File: config.mk
export PLATFORM = sky130hd
export DESIGN_NAME = ahs_host_seq
export DESIGN_NICKNAME = d
export VERILOG_FILES = /design/src/ahs_pkg.sv /design/src/ahs_host_seq.sv /design/src/ahs_sar_core.sv /design/src/ahs_byte_mux.sv
export SDC_FILE = /design/constraint.sdc
export NUM_CORES = 1
export LEC_CHECK = 0
export BUFFER_PORTS_ARGS = -buffer_cell sky130_fd_sc_hd__buf_2
export CELL_PAD_IN_SITES_DETAIL_PLACEMENT = 0
export CELL_PAD_IN_SITES_GLOBAL_PLACEMENT = 1
export CORE_MARGIN = 4
export CORE_UTILIZATION = 48
export DETAILED_ROUTE_END_ITERATION = 10
export GPL_ROUTABILITY_DRIVEN = 0
export PLACE_DENSITY_LB_ADDON = 0.3
export SLEW_MARGIN = 15
export SYNTH_ARGS = -nofsm -noshare
export SYNTH_HDL_FRONTEND = slang
export SYNTH_SLANG_ARGS = --single-unit
File: constraint.sdc
create_clock -name clk -period 4.2 [get_ports clk]
set_input_delay 0.63 -clock clk [delete_from_list [all_inputs] [get_ports clk]]
set_output_delay 0.63 -clock clk [all_outputs]
set_load 0.01 [all_outputs]
File: src/ahs_pkg.sv
// constants and types shared by the converter sequencer files
// assumes one 20 MHz converter clock drives every file
package ahs_pkg;

	// clock rate and the timing figures derived from it
	localparam int AHS_CLK_PERIOD_NS = 50;
	localparam int AHS_ACK_DLY_NS = 50;
	localparam int AHS_ACK_DLY_CYC = (AHS_ACK_DLY_NS + AHS_CLK_PERIOD_NS - 1) / AHS_CLK_PERIOD_NS;

	// result layout
	localparam int AHS_RES_BITS = 12;
	localparam int AHS_UPPER_BITS = 4;
	localparam int AHS_LOWER_BITS = 8;
	localparam int AHS_CNT_BITS = 4;

	// conversion length and upper-nibble settle times, in clock periods
	localparam logic [AHS_CNT_BITS-1:0] AHS_CONV_CYC = 4'hC;
	localparam logic [AHS_CNT_BITS-1:0] AHS_MSB_VALID_CYC = 4'h6;
	// stand-alone upper byte: four and a half periods, rounded up
	localparam int AHS_SA_UB_HALF_CYC = 9;
	localparam logic [AHS_CNT_BITS-1:0] AHS_SA_UB_CYC = AHS_CNT_BITS'((AHS_SA_UB_HALF_CYC + 1) / 2);

	// operating mode codes on the mode select input
	localparam logic [1:0] AHS_MODE_RD_START = 2'h2;
	localparam logic [1:0] AHS_MODE_WR_UNGATED = 2'h3;

	// read-started mode: which byte the next read returns
	typedef enum logic [1:0] {
		AHS_PH_IDLE = 2'h0,
		AHS_PH_LOW = 2'h1,
		AHS_PH_HIGH = 2'h3
	} ahs_phase_t;

endpackage : ahs_pkg

File: src/ahs_host_seq.sv
// top of the host-side sequencer; strobes are active low and sampled on clk
// assumes the host bus signals are synchronous to the converter clock
`timescale 1ns/100ps
module ahs_host_seq
	import ahs_pkg::*;
#(
	parameter int RES_BITS = AHS_RES_BITS
) (
	input wire logic clk,
	input wire logic rst_b,
	input wire logic csB,
	input wire logic rdB,
	input wire logic wrB,
	input wire logic cdSel,
	input wire logic [1:0] modeSel,
	input wire logic standAlone,
	input wire logic twosComp,
	input wire logic compHigh,
	output logic [AHS_LOWER_BITS-1:0] dataOut,
	output logic dataOe,
	output logic ackOut,
	output logic ackOe,
	output logic convRunningInt,
	output logic [RES_BITS-1:0] dacCode,
	output logic upperValid,
	output logic lowerValid
);

	// previous strobe levels for edge detection
	logic csQ;
	logic rdQ;
	logic wrQ;
	logic wrSelQ;

	// read-started mode bookkeeping
	ahs_phase_t phase_q;
	ahs_phase_t phase_d;
	logic freshQ;
	logic [AHS_UPPER_BITS-1:0] msbLatchQ;

	// ack and data output registers
	logic ackBusyQ;
	logic ackBusyD;
	logic [AHS_LOWER_BITS-1:0] dataQ;
	logic dataOeQ;

	// decoded modes and strobe events
	logic modeRd;
	logic modeWr;
	logic sel;
	logic csFall;
	logic csRise;
	logic rdRise;
	logic wrRise;
	logic rdStart;
	logic wrStart;
	logic saStart;
	logic startConv;

	// core outputs
	logic convRunning;
	logic convDone;
	logic [AHS_CNT_BITS-1:0] elapsed;
	logic [RES_BITS-1:0] trialCode;
	logic [RES_BITS-1:0] resultCode;

	// byte path
	logic [RES_BITS-1:0] liveCode;
	logic [RES_BITS-1:0] muxCode;
	logic selUpper;
	logic [AHS_LOWER_BITS-1:0] muxByte;
	logic upperOk;
	logic [AHS_CNT_BITS-1:0] upperCyc;

	// mode decode; stand-alone overrides whatever mode is selected
	assign modeRd = !standAlone && (modeSel == AHS_MODE_RD_START);
	assign modeWr = !standAlone && (modeSel == AHS_MODE_WR_UNGATED);
	assign sel = !csB;

	// strobe history
	always_ff @(posedge clk or negedge rst_b) begin
		if (!rst_b) begin
			csQ <= 1'b1;
			rdQ <= 1'b1;
			wrQ <= 1'b1;
		end else begin
			csQ <= csB;
			rdQ <= rdB;
			wrQ <= wrB;
		end
	end

	// edges seen this cycle
	assign csFall = csQ && !csB;
	assign csRise = !csQ && csB;
	assign rdRise = !rdQ && rdB;
	assign wrRise = !wrQ && wrB;

	// remembers that the write now ending was issued while selected
	always_ff @(posedge clk or negedge rst_b) begin
		if (!rst_b) begin
			wrSelQ <= 1'b0;
		end else if (!wrB) begin
			wrSelQ <= sel;
		end else if (wrRise) begin
			wrSelQ <= 1'b0;
		end
	end

	// read-started mode: cs opens the burst, a low read ending relaunches
	always_comb begin
		phase_d = phase_q;
		rdStart = 1'b0;
		if (!modeRd) begin
			phase_d = AHS_PH_IDLE;
		end else begin
			case (phase_q)
				AHS_PH_IDLE: begin
					if (csFall) begin
						rdStart = 1'b1;
						phase_d = AHS_PH_LOW;
					end
				end
				AHS_PH_LOW: begin
					if (rdRise && sel) begin
						rdStart = 1'b1;
						phase_d = AHS_PH_HIGH;
					end
				end
				AHS_PH_HIGH: begin
					// upper read relaunches nothing; cs high ends the burst
					if (csRise) begin
						phase_d = AHS_PH_IDLE;
					end else if (rdRise && sel) begin
						phase_d = AHS_PH_LOW;
					end
				end
				default: begin
					phase_d = AHS_PH_IDLE;
				end
			endcase
		end
	end

	always_ff @(posedge clk or negedge rst_b) begin
		if (!rst_b) begin
			phase_q <= AHS_PH_IDLE;
		end else begin
			phase_q <= phase_d;
		end
	end

	// write-started and stand-alone launches on the rising write strobe
	assign wrStart = modeWr && wrRise && wrSelQ;
	assign saStart = standAlone && wrRise;
	assign startConv = (rdStart || wrStart || saStart) && !convRunning;

	ahs_sar_core #(
		.RES_BITS(RES_BITS)
	) u_core (
		.clk(clk),
		.rst_b(rst_b),
		.startConv(startConv),
		.compHigh(compHigh),
		.convRunning(convRunning),
		.convDone(convDone),
		.elapsed(elapsed),
		.trialCode(trialCode),
		.resultCode(resultCode)
	);

	// upper nibble of the finished code is kept for the following upper read
	always_ff @(posedge clk or negedge rst_b) begin
		if (!rst_b) begin
			msbLatchQ <= '0;
		end else if (rdStart && !convRunning) begin
			msbLatchQ <= resultCode[RES_BITS-1 -: AHS_UPPER_BITS];
		end
	end

	// fresh result waiting for its low read; a done in the clearing cycle wins
	always_ff @(posedge clk or negedge rst_b) begin
		if (!rst_b) begin
			freshQ <= 1'b0;
		end else if (convDone) begin
			freshQ <= 1'b1;
		end else if (startConv || (modeRd && phase_q == AHS_PH_LOW && rdRise)) begin
			freshQ <= 1'b0;
		end
	end

	// busy level per mode; gated modes release ack while deselected
	always_comb begin
		ackBusyD = 1'b1;
		if (modeRd) begin
			if (!sel) begin
				ackBusyD = 1'b1;
			end else if (phase_q == AHS_PH_HIGH) begin
				ackBusyD = 1'b0;
			end else if (convRunning || startConv) begin
				ackBusyD = 1'b1;
			end else if (!rdB && !freshQ) begin
				ackBusyD = 1'b1;
			end else begin
				ackBusyD = 1'b0;
			end
		end else if (modeWr || standAlone) begin
			// ungated: follows the converter at all times
			ackBusyD = convRunning || startConv;
		end
	end

	// one register stage gives the one-period ack delay
	always_ff @(posedge clk or negedge rst_b) begin
		if (!rst_b) begin
			ackBusyQ <= 1'b1;
		end else begin
			ackBusyQ <= ackBusyD;
		end
	end

	// open collector: pull low only when complete
	assign ackOut = 1'b0;
	assign ackOe = !ackBusyQ;

	// upper nibble settles earlier in stand-alone mode
	assign upperCyc = standAlone ? AHS_SA_UB_CYC : AHS_MSB_VALID_CYC;
	assign upperOk = !convRunning || (elapsed >= upperCyc);

	// live trial code stands in for the result while converting
	assign liveCode = convRunning ? trialCode : resultCode;

	// read-started mode picks the byte itself; other modes use cd select
	always_comb begin
		muxCode = liveCode;
		selUpper = cdSel;
		if (modeRd) begin
			selUpper = (phase_q == AHS_PH_HIGH);
			if (phase_q == AHS_PH_HIGH) begin
				muxCode[RES_BITS-1 -: AHS_UPPER_BITS] = msbLatchQ;
			end
		end
	end

	ahs_byte_mux u_mux (
		.code(muxCode),
		.twosComp(twosComp && !standAlone),
		.selUpper(selUpper),
		.dataByte(muxByte)
	);

	// data bus drives only during a selected read; stand-alone reads too
	always_ff @(posedge clk or negedge rst_b) begin
		if (!rst_b) begin
			dataQ <= '0;
			dataOeQ <= 1'b0;
		end else begin
			dataQ <= muxByte;
			dataOeQ <= sel && !rdB;
		end
	end

	assign dataOut = dataQ;
	assign dataOe = dataOeQ;
	assign convRunningInt = convRunning;
	assign dacCode = trialCode;
	assign upperValid = upperOk;
	assign lowerValid = !convRunning && !startConv;

endmodule : ahs_host_seq

File: src/ahs_sar_core.sv
// successive-approximation engine: one bit decided per clock
// assumes the analog comparator answer is settled each clock edge
`timescale 1ns/100ps
module ahs_sar_core
	import ahs_pkg::*;
#(
	parameter int RES_BITS = AHS_RES_BITS
) (
	input wire logic clk,
	input wire logic rst_b,
	input wire logic startConv,
	input wire logic compHigh,
	output logic convRunning,
	output logic convDone,
	output logic [AHS_CNT_BITS-1:0] elapsed,
	output logic [RES_BITS-1:0] trialCode,
	output logic [RES_BITS-1:0] resultCode
);

	logic runQ;
	logic doneQ;
	logic [AHS_CNT_BITS-1:0] cntQ;
	logic [RES_BITS-1:0] maskQ;
	logic [RES_BITS-1:0] trialQ;
	logic [RES_BITS-1:0] resQ;

	// run flag and elapsed count; a start while busy is dropped
	always_ff @(posedge clk or negedge rst_b) begin
		if (!rst_b) begin
			runQ <= 1'b0;
			cntQ <= '0;
		end else if (startConv && !runQ) begin
			runQ <= 1'b1;
			cntQ <= '0;
		end else if (runQ) begin
			cntQ <= cntQ + 1'b1;
			if (cntQ == AHS_CONV_CYC - 1'b1) begin
				runQ <= 1'b0;
			end
		end
	end

	// trial bit walks from msb to lsb, kept when the comparator says so
	always_ff @(posedge clk or negedge rst_b) begin
		if (!rst_b) begin
			maskQ <= '0;
			trialQ <= '0;
		end else if (startConv && !runQ) begin
			maskQ <= {1'b1, {(RES_BITS-1){1'b0}}};
			trialQ <= {1'b1, {(RES_BITS-1){1'b0}}};
		end else if (runQ) begin
			maskQ <= maskQ >> 1;
			trialQ <= (compHigh ? trialQ : (trialQ & ~maskQ)) | (maskQ >> 1);
		end
	end

	// finished code and a one-cycle done pulse
	always_ff @(posedge clk or negedge rst_b) begin
		if (!rst_b) begin
			resQ <= '0;
			doneQ <= 1'b0;
		end else begin
			doneQ <= runQ && maskQ[0];
			if (runQ && maskQ[0]) begin
				resQ <= compHigh ? trialQ : (trialQ & ~maskQ);
			end
		end
	end

	assign convRunning = runQ;
	assign convDone = doneQ;
	assign elapsed = cntQ;
	assign trialCode = trialQ;
	assign resultCode = resQ;

endmodule : ahs_sar_core

File: src/ahs_byte_mux.sv
// output code and byte selection for the shared data outputs
// assumes the caller registers the byte before it reaches the pins
`timescale 1ns/100ps
module ahs_byte_mux
	import ahs_pkg::*;
(
	input wire logic [AHS_RES_BITS-1:0] code,
	input wire logic twosComp,
	input wire logic selUpper,
	output logic [AHS_LOWER_BITS-1:0] dataByte
);

	logic [AHS_RES_BITS-1:0] outCode;

	// two's complement differs from offset binary only in the msb
	always_comb begin
		outCode = code;
		outCode[AHS_RES_BITS-1] = code[AHS_RES_BITS-1] ^ twosComp;
		if (selUpper) begin
			dataByte = {{(AHS_LOWER_BITS-AHS_UPPER_BITS){1'b0}},
				outCode[AHS_RES_BITS-1 -: AHS_UPPER_BITS]};
		end else begin
			dataByte = outCode[AHS_LOWER_BITS-1:0];
		end
	end

endmodule : ahs_byte_mux

==> run_results.csv <==
group,metric,value,unit
placed_design,post-dp-hpwl,3.92,mm
placed_design,placed_area,3040,um2
grt,grt_pass1_wl,9.67,mm
clock_network,cts-root-buf,"clkbuf_8",
placed_design,port-buffer-count,35,
die,core_region_area,5610,um2
logic_synthesis,postSynthAreaPerCell,10.8,um2
sta,whs,369,ps
layout,fin_util,57.9,%
grt,grt_max_degree,40,
routing,drcViolationCount,0,
logic_synthesis,synth_seq_cells,63,
run_status,outcome,"completed",
worst_setup_path,crit_path_start_kind,"primary input",
sta,fmax,341,MHz
die,die-area,7190,um2
power,power_density,698,nW/um2
clock_network,cts_tree,"yes",
die,boundaryPins,37,
logic_synthesis,synthDistinctLibCells,43,
logic_synthesis,ys_warn_count,0,
clock_network,cts.clk_slew.worst_paths,70,ps
layout,final-instance-count-excl-fill,371,
logic_synthesis,synthArstFlopShare,100,%
clock_network,cts_hold_buf,0,
routing,drt_first_pass_iters,4,
grt,grt_overflow,0,
grt,first_global_vias,1933,
layout,drive_above_1_share,22.4,%
die,die_w,84.8,um
layout,final_nets,308,
routing,vias,2045,
logic_synthesis,synth_nets,277,
power,power,2.27,mW
placed_design,post-place-ws,1260,ps
worst_setup_path,path_class,"primary input to primary output",
die,initial_utilization,50.5,%
power,peakVddDrop,0.416,mV
clock_network,clk_path_buf_depth,2,
layout,design_area,3250,um2
worst_setup_path,path_buf_inv,2,
layout,syn_to_final_growth,14.7,%
sta,worstMarginPinSlew,750,ps
worst_setup_path,path_cells,"buf_2, or3b_1, a2111o_1, and3b_4, buf_2",
clock_network,clkSinkCount,63,
worst_setup_path,worst_setup_path_end_kind,"primary output",
die,die_h,84.8,um
sta,finalSetupViolCount,0,
routing,routed_wl,5.74,mm
die,placementRows,27,
worst_setup_path,critPathRequiredTime,3570,ps
sta,post-route-period-util,69.9,%
sta,final.setup.worst_slack,1260,ps
worst_setup_path,cp_data_arrival_time,2310,ps
logic_synthesis,synth_edf_count,0,
layout,regArea,1580,um2
grt,track_usage,17.2,%
logic_synthesis,netlist_area,2830,um2
placed_design,place_inst,355,
clock_network,postCtsSetupBuffers,0,
grt,antenna_found_initial,0,
routing,drtAntennaViolNets,0,
clock_network,htree_num_levels,3,
sta,drv_slew,0,
routing,post_drt_wl_per_cell,15.5,um
clock_network,cts_buffers,9,
sta,grt_setup_unrepaired,"false",
sta,period_needed,2940,ps
clock_network,worstSkewPairLatency,330,ps
logic_synthesis,syn_inst,263,
sta,tns,0,ps
power,power.leakage,1.62,nW
worst_setup_path,slowest_stage,"a2111o_1",
worst_setup_path,critPathMaxFanout,22,
worst_setup_path,crit_family,"simple AND/OR/NAND/NOR gates",
logic_synthesis,synthFlopType,"dfrtp_1",
layout,num_antenna_cells,0,
worst_setup_path,slowest_delay,510,ps
clock_network,ctsResizeCount,0,
logic_synthesis,seq_area_frac_synth,55.8,%
routing,vias_per_cell,5.51,
job,maxCapViolCount,0,
sta,clock_skew,5.02,ps
layout,multi_input_area,1130,um2
sta,finalHoldViolations,0,
routing,drtIter0Drc,181,
layout,nFillCells,511,
worst_setup_path,path_common_cell,"buf_2",
sta,relSlewSlack,50.0,%
min_path,hp-class,"primary input to asynchronous set/reset pin",
==> sequential cells by signal, summed over array words and instances (netlist names) <==
signal,cells
u_core.trialCode,12
u_core.maskQ,12
wrQ,1
dataOut,8
wrSelQ,1
u_core.resultCode,12
csQ,1
rdQ,1
freshQ,1
ackBusyQ,1
u_core.convRunning,1
u_core.elapsed,4
msbLatchQ,4
dataOe,1
u_core.convDone,1
phase_q,2
==> worst paths after layout <==
path / from / end / slack (ps) / cells after the start
min reg2reg: u_core.convDone / freshQ / 450 / 1
max reg2reg: csQ / u_core.trialCode[2] / 2190 / 4
max: standAlone / lowerValid / 1260 / 5
min in group clk: wrB / wrQ / 430 / 1
min: rst_b / dataOe / 370 / 1
max in group asynchronous: rst_b / wrQ / 2920 / 2
==> power breakdown <==
part	internal [mW]	switching (mW)
sequential	0.814	0.179
combinational	0.346	0.387
clock	0.324	0.219
==> layout make-up <==
cell class,instances,area share (%)
tap,72,2.77
inverter,9,1.04
clock buffer,14,5.31
multi-input combinational,173,34.9
timing repair buffer,38,6.08
clock inverter,2,1.16
sequential,63,48.7
==> per-layer routing <==
layer	wire (um)	vias to the layer above	global-route usage, %
li1	-	1001	-
met4	81	0	6.47
met1	2860	994	25.2
met2	2560	42	24.6
met3	239	8	4.37
met5	0	-	0
==> cells in the mapped netlist (all sizes together), types with 2 or more instances <==
cell	count	area [um2]
nand3	11	55.1
a21boi	2	15.0
o21ai	27	135
and3	8	50.1
dfrtp	59	1480
nor2	8	37.5
xnor2	2	17.5
o211ai	2	15.0
mux2i	12	120
a22o	12	105
nand2	36	135
or3b	2	17.5
buf	6	37.5
nor2b	4	25.0
xor2	3	26.3
a21oi	6	30.0
a221o	8	80.1
o21bai	2	15.0
mux2	7	78.8
nand2b	2	12.5
clkbuf	12	45.0
dfstp	4	105
inv	9	33.8
ha	3	37.5
a31oi	3	18.8
==> cell usage in the layout, fill, tap and decap left out, drive strengths merged, types with 2 or more instances in the layout <==
cell    Yosys  layout
a21boi      2       2
a21oi       6       6
a221o       8       8
a22o       12      12
a31oi       3       3
and3        8       8
buf         6      38
clkbuf     12      14
dfrtp      59      59
dfstp       4       4
ha          3       3
inv         9       9
mux2        7       7
mux2i      12      12
nand2      36      36
nand2b      2       2
nand3      11      11
nor2        8       8
nor2b       4       4
o211ai      2       2
o21ai      27      27
o21bai      2       2
or3b        2       2
xnor2       2       2
xor2        3       3
==> cells by family (layout without fill, tap and decap cells) <==
family,after synthesis,in the layout,share of synthesized area [%]
simple gates,74,74,12.7
compound gates,71,71,17.3
flops,63,63,55.8
buf+inv,27,63,4.11
mux,19,19,7.02
xor+xnor,5,5,1.55
fa+ha+maj,3,3,1.33
other cells,1,1,0.132
Note: power is estimated with default switching activity, not from simulation.
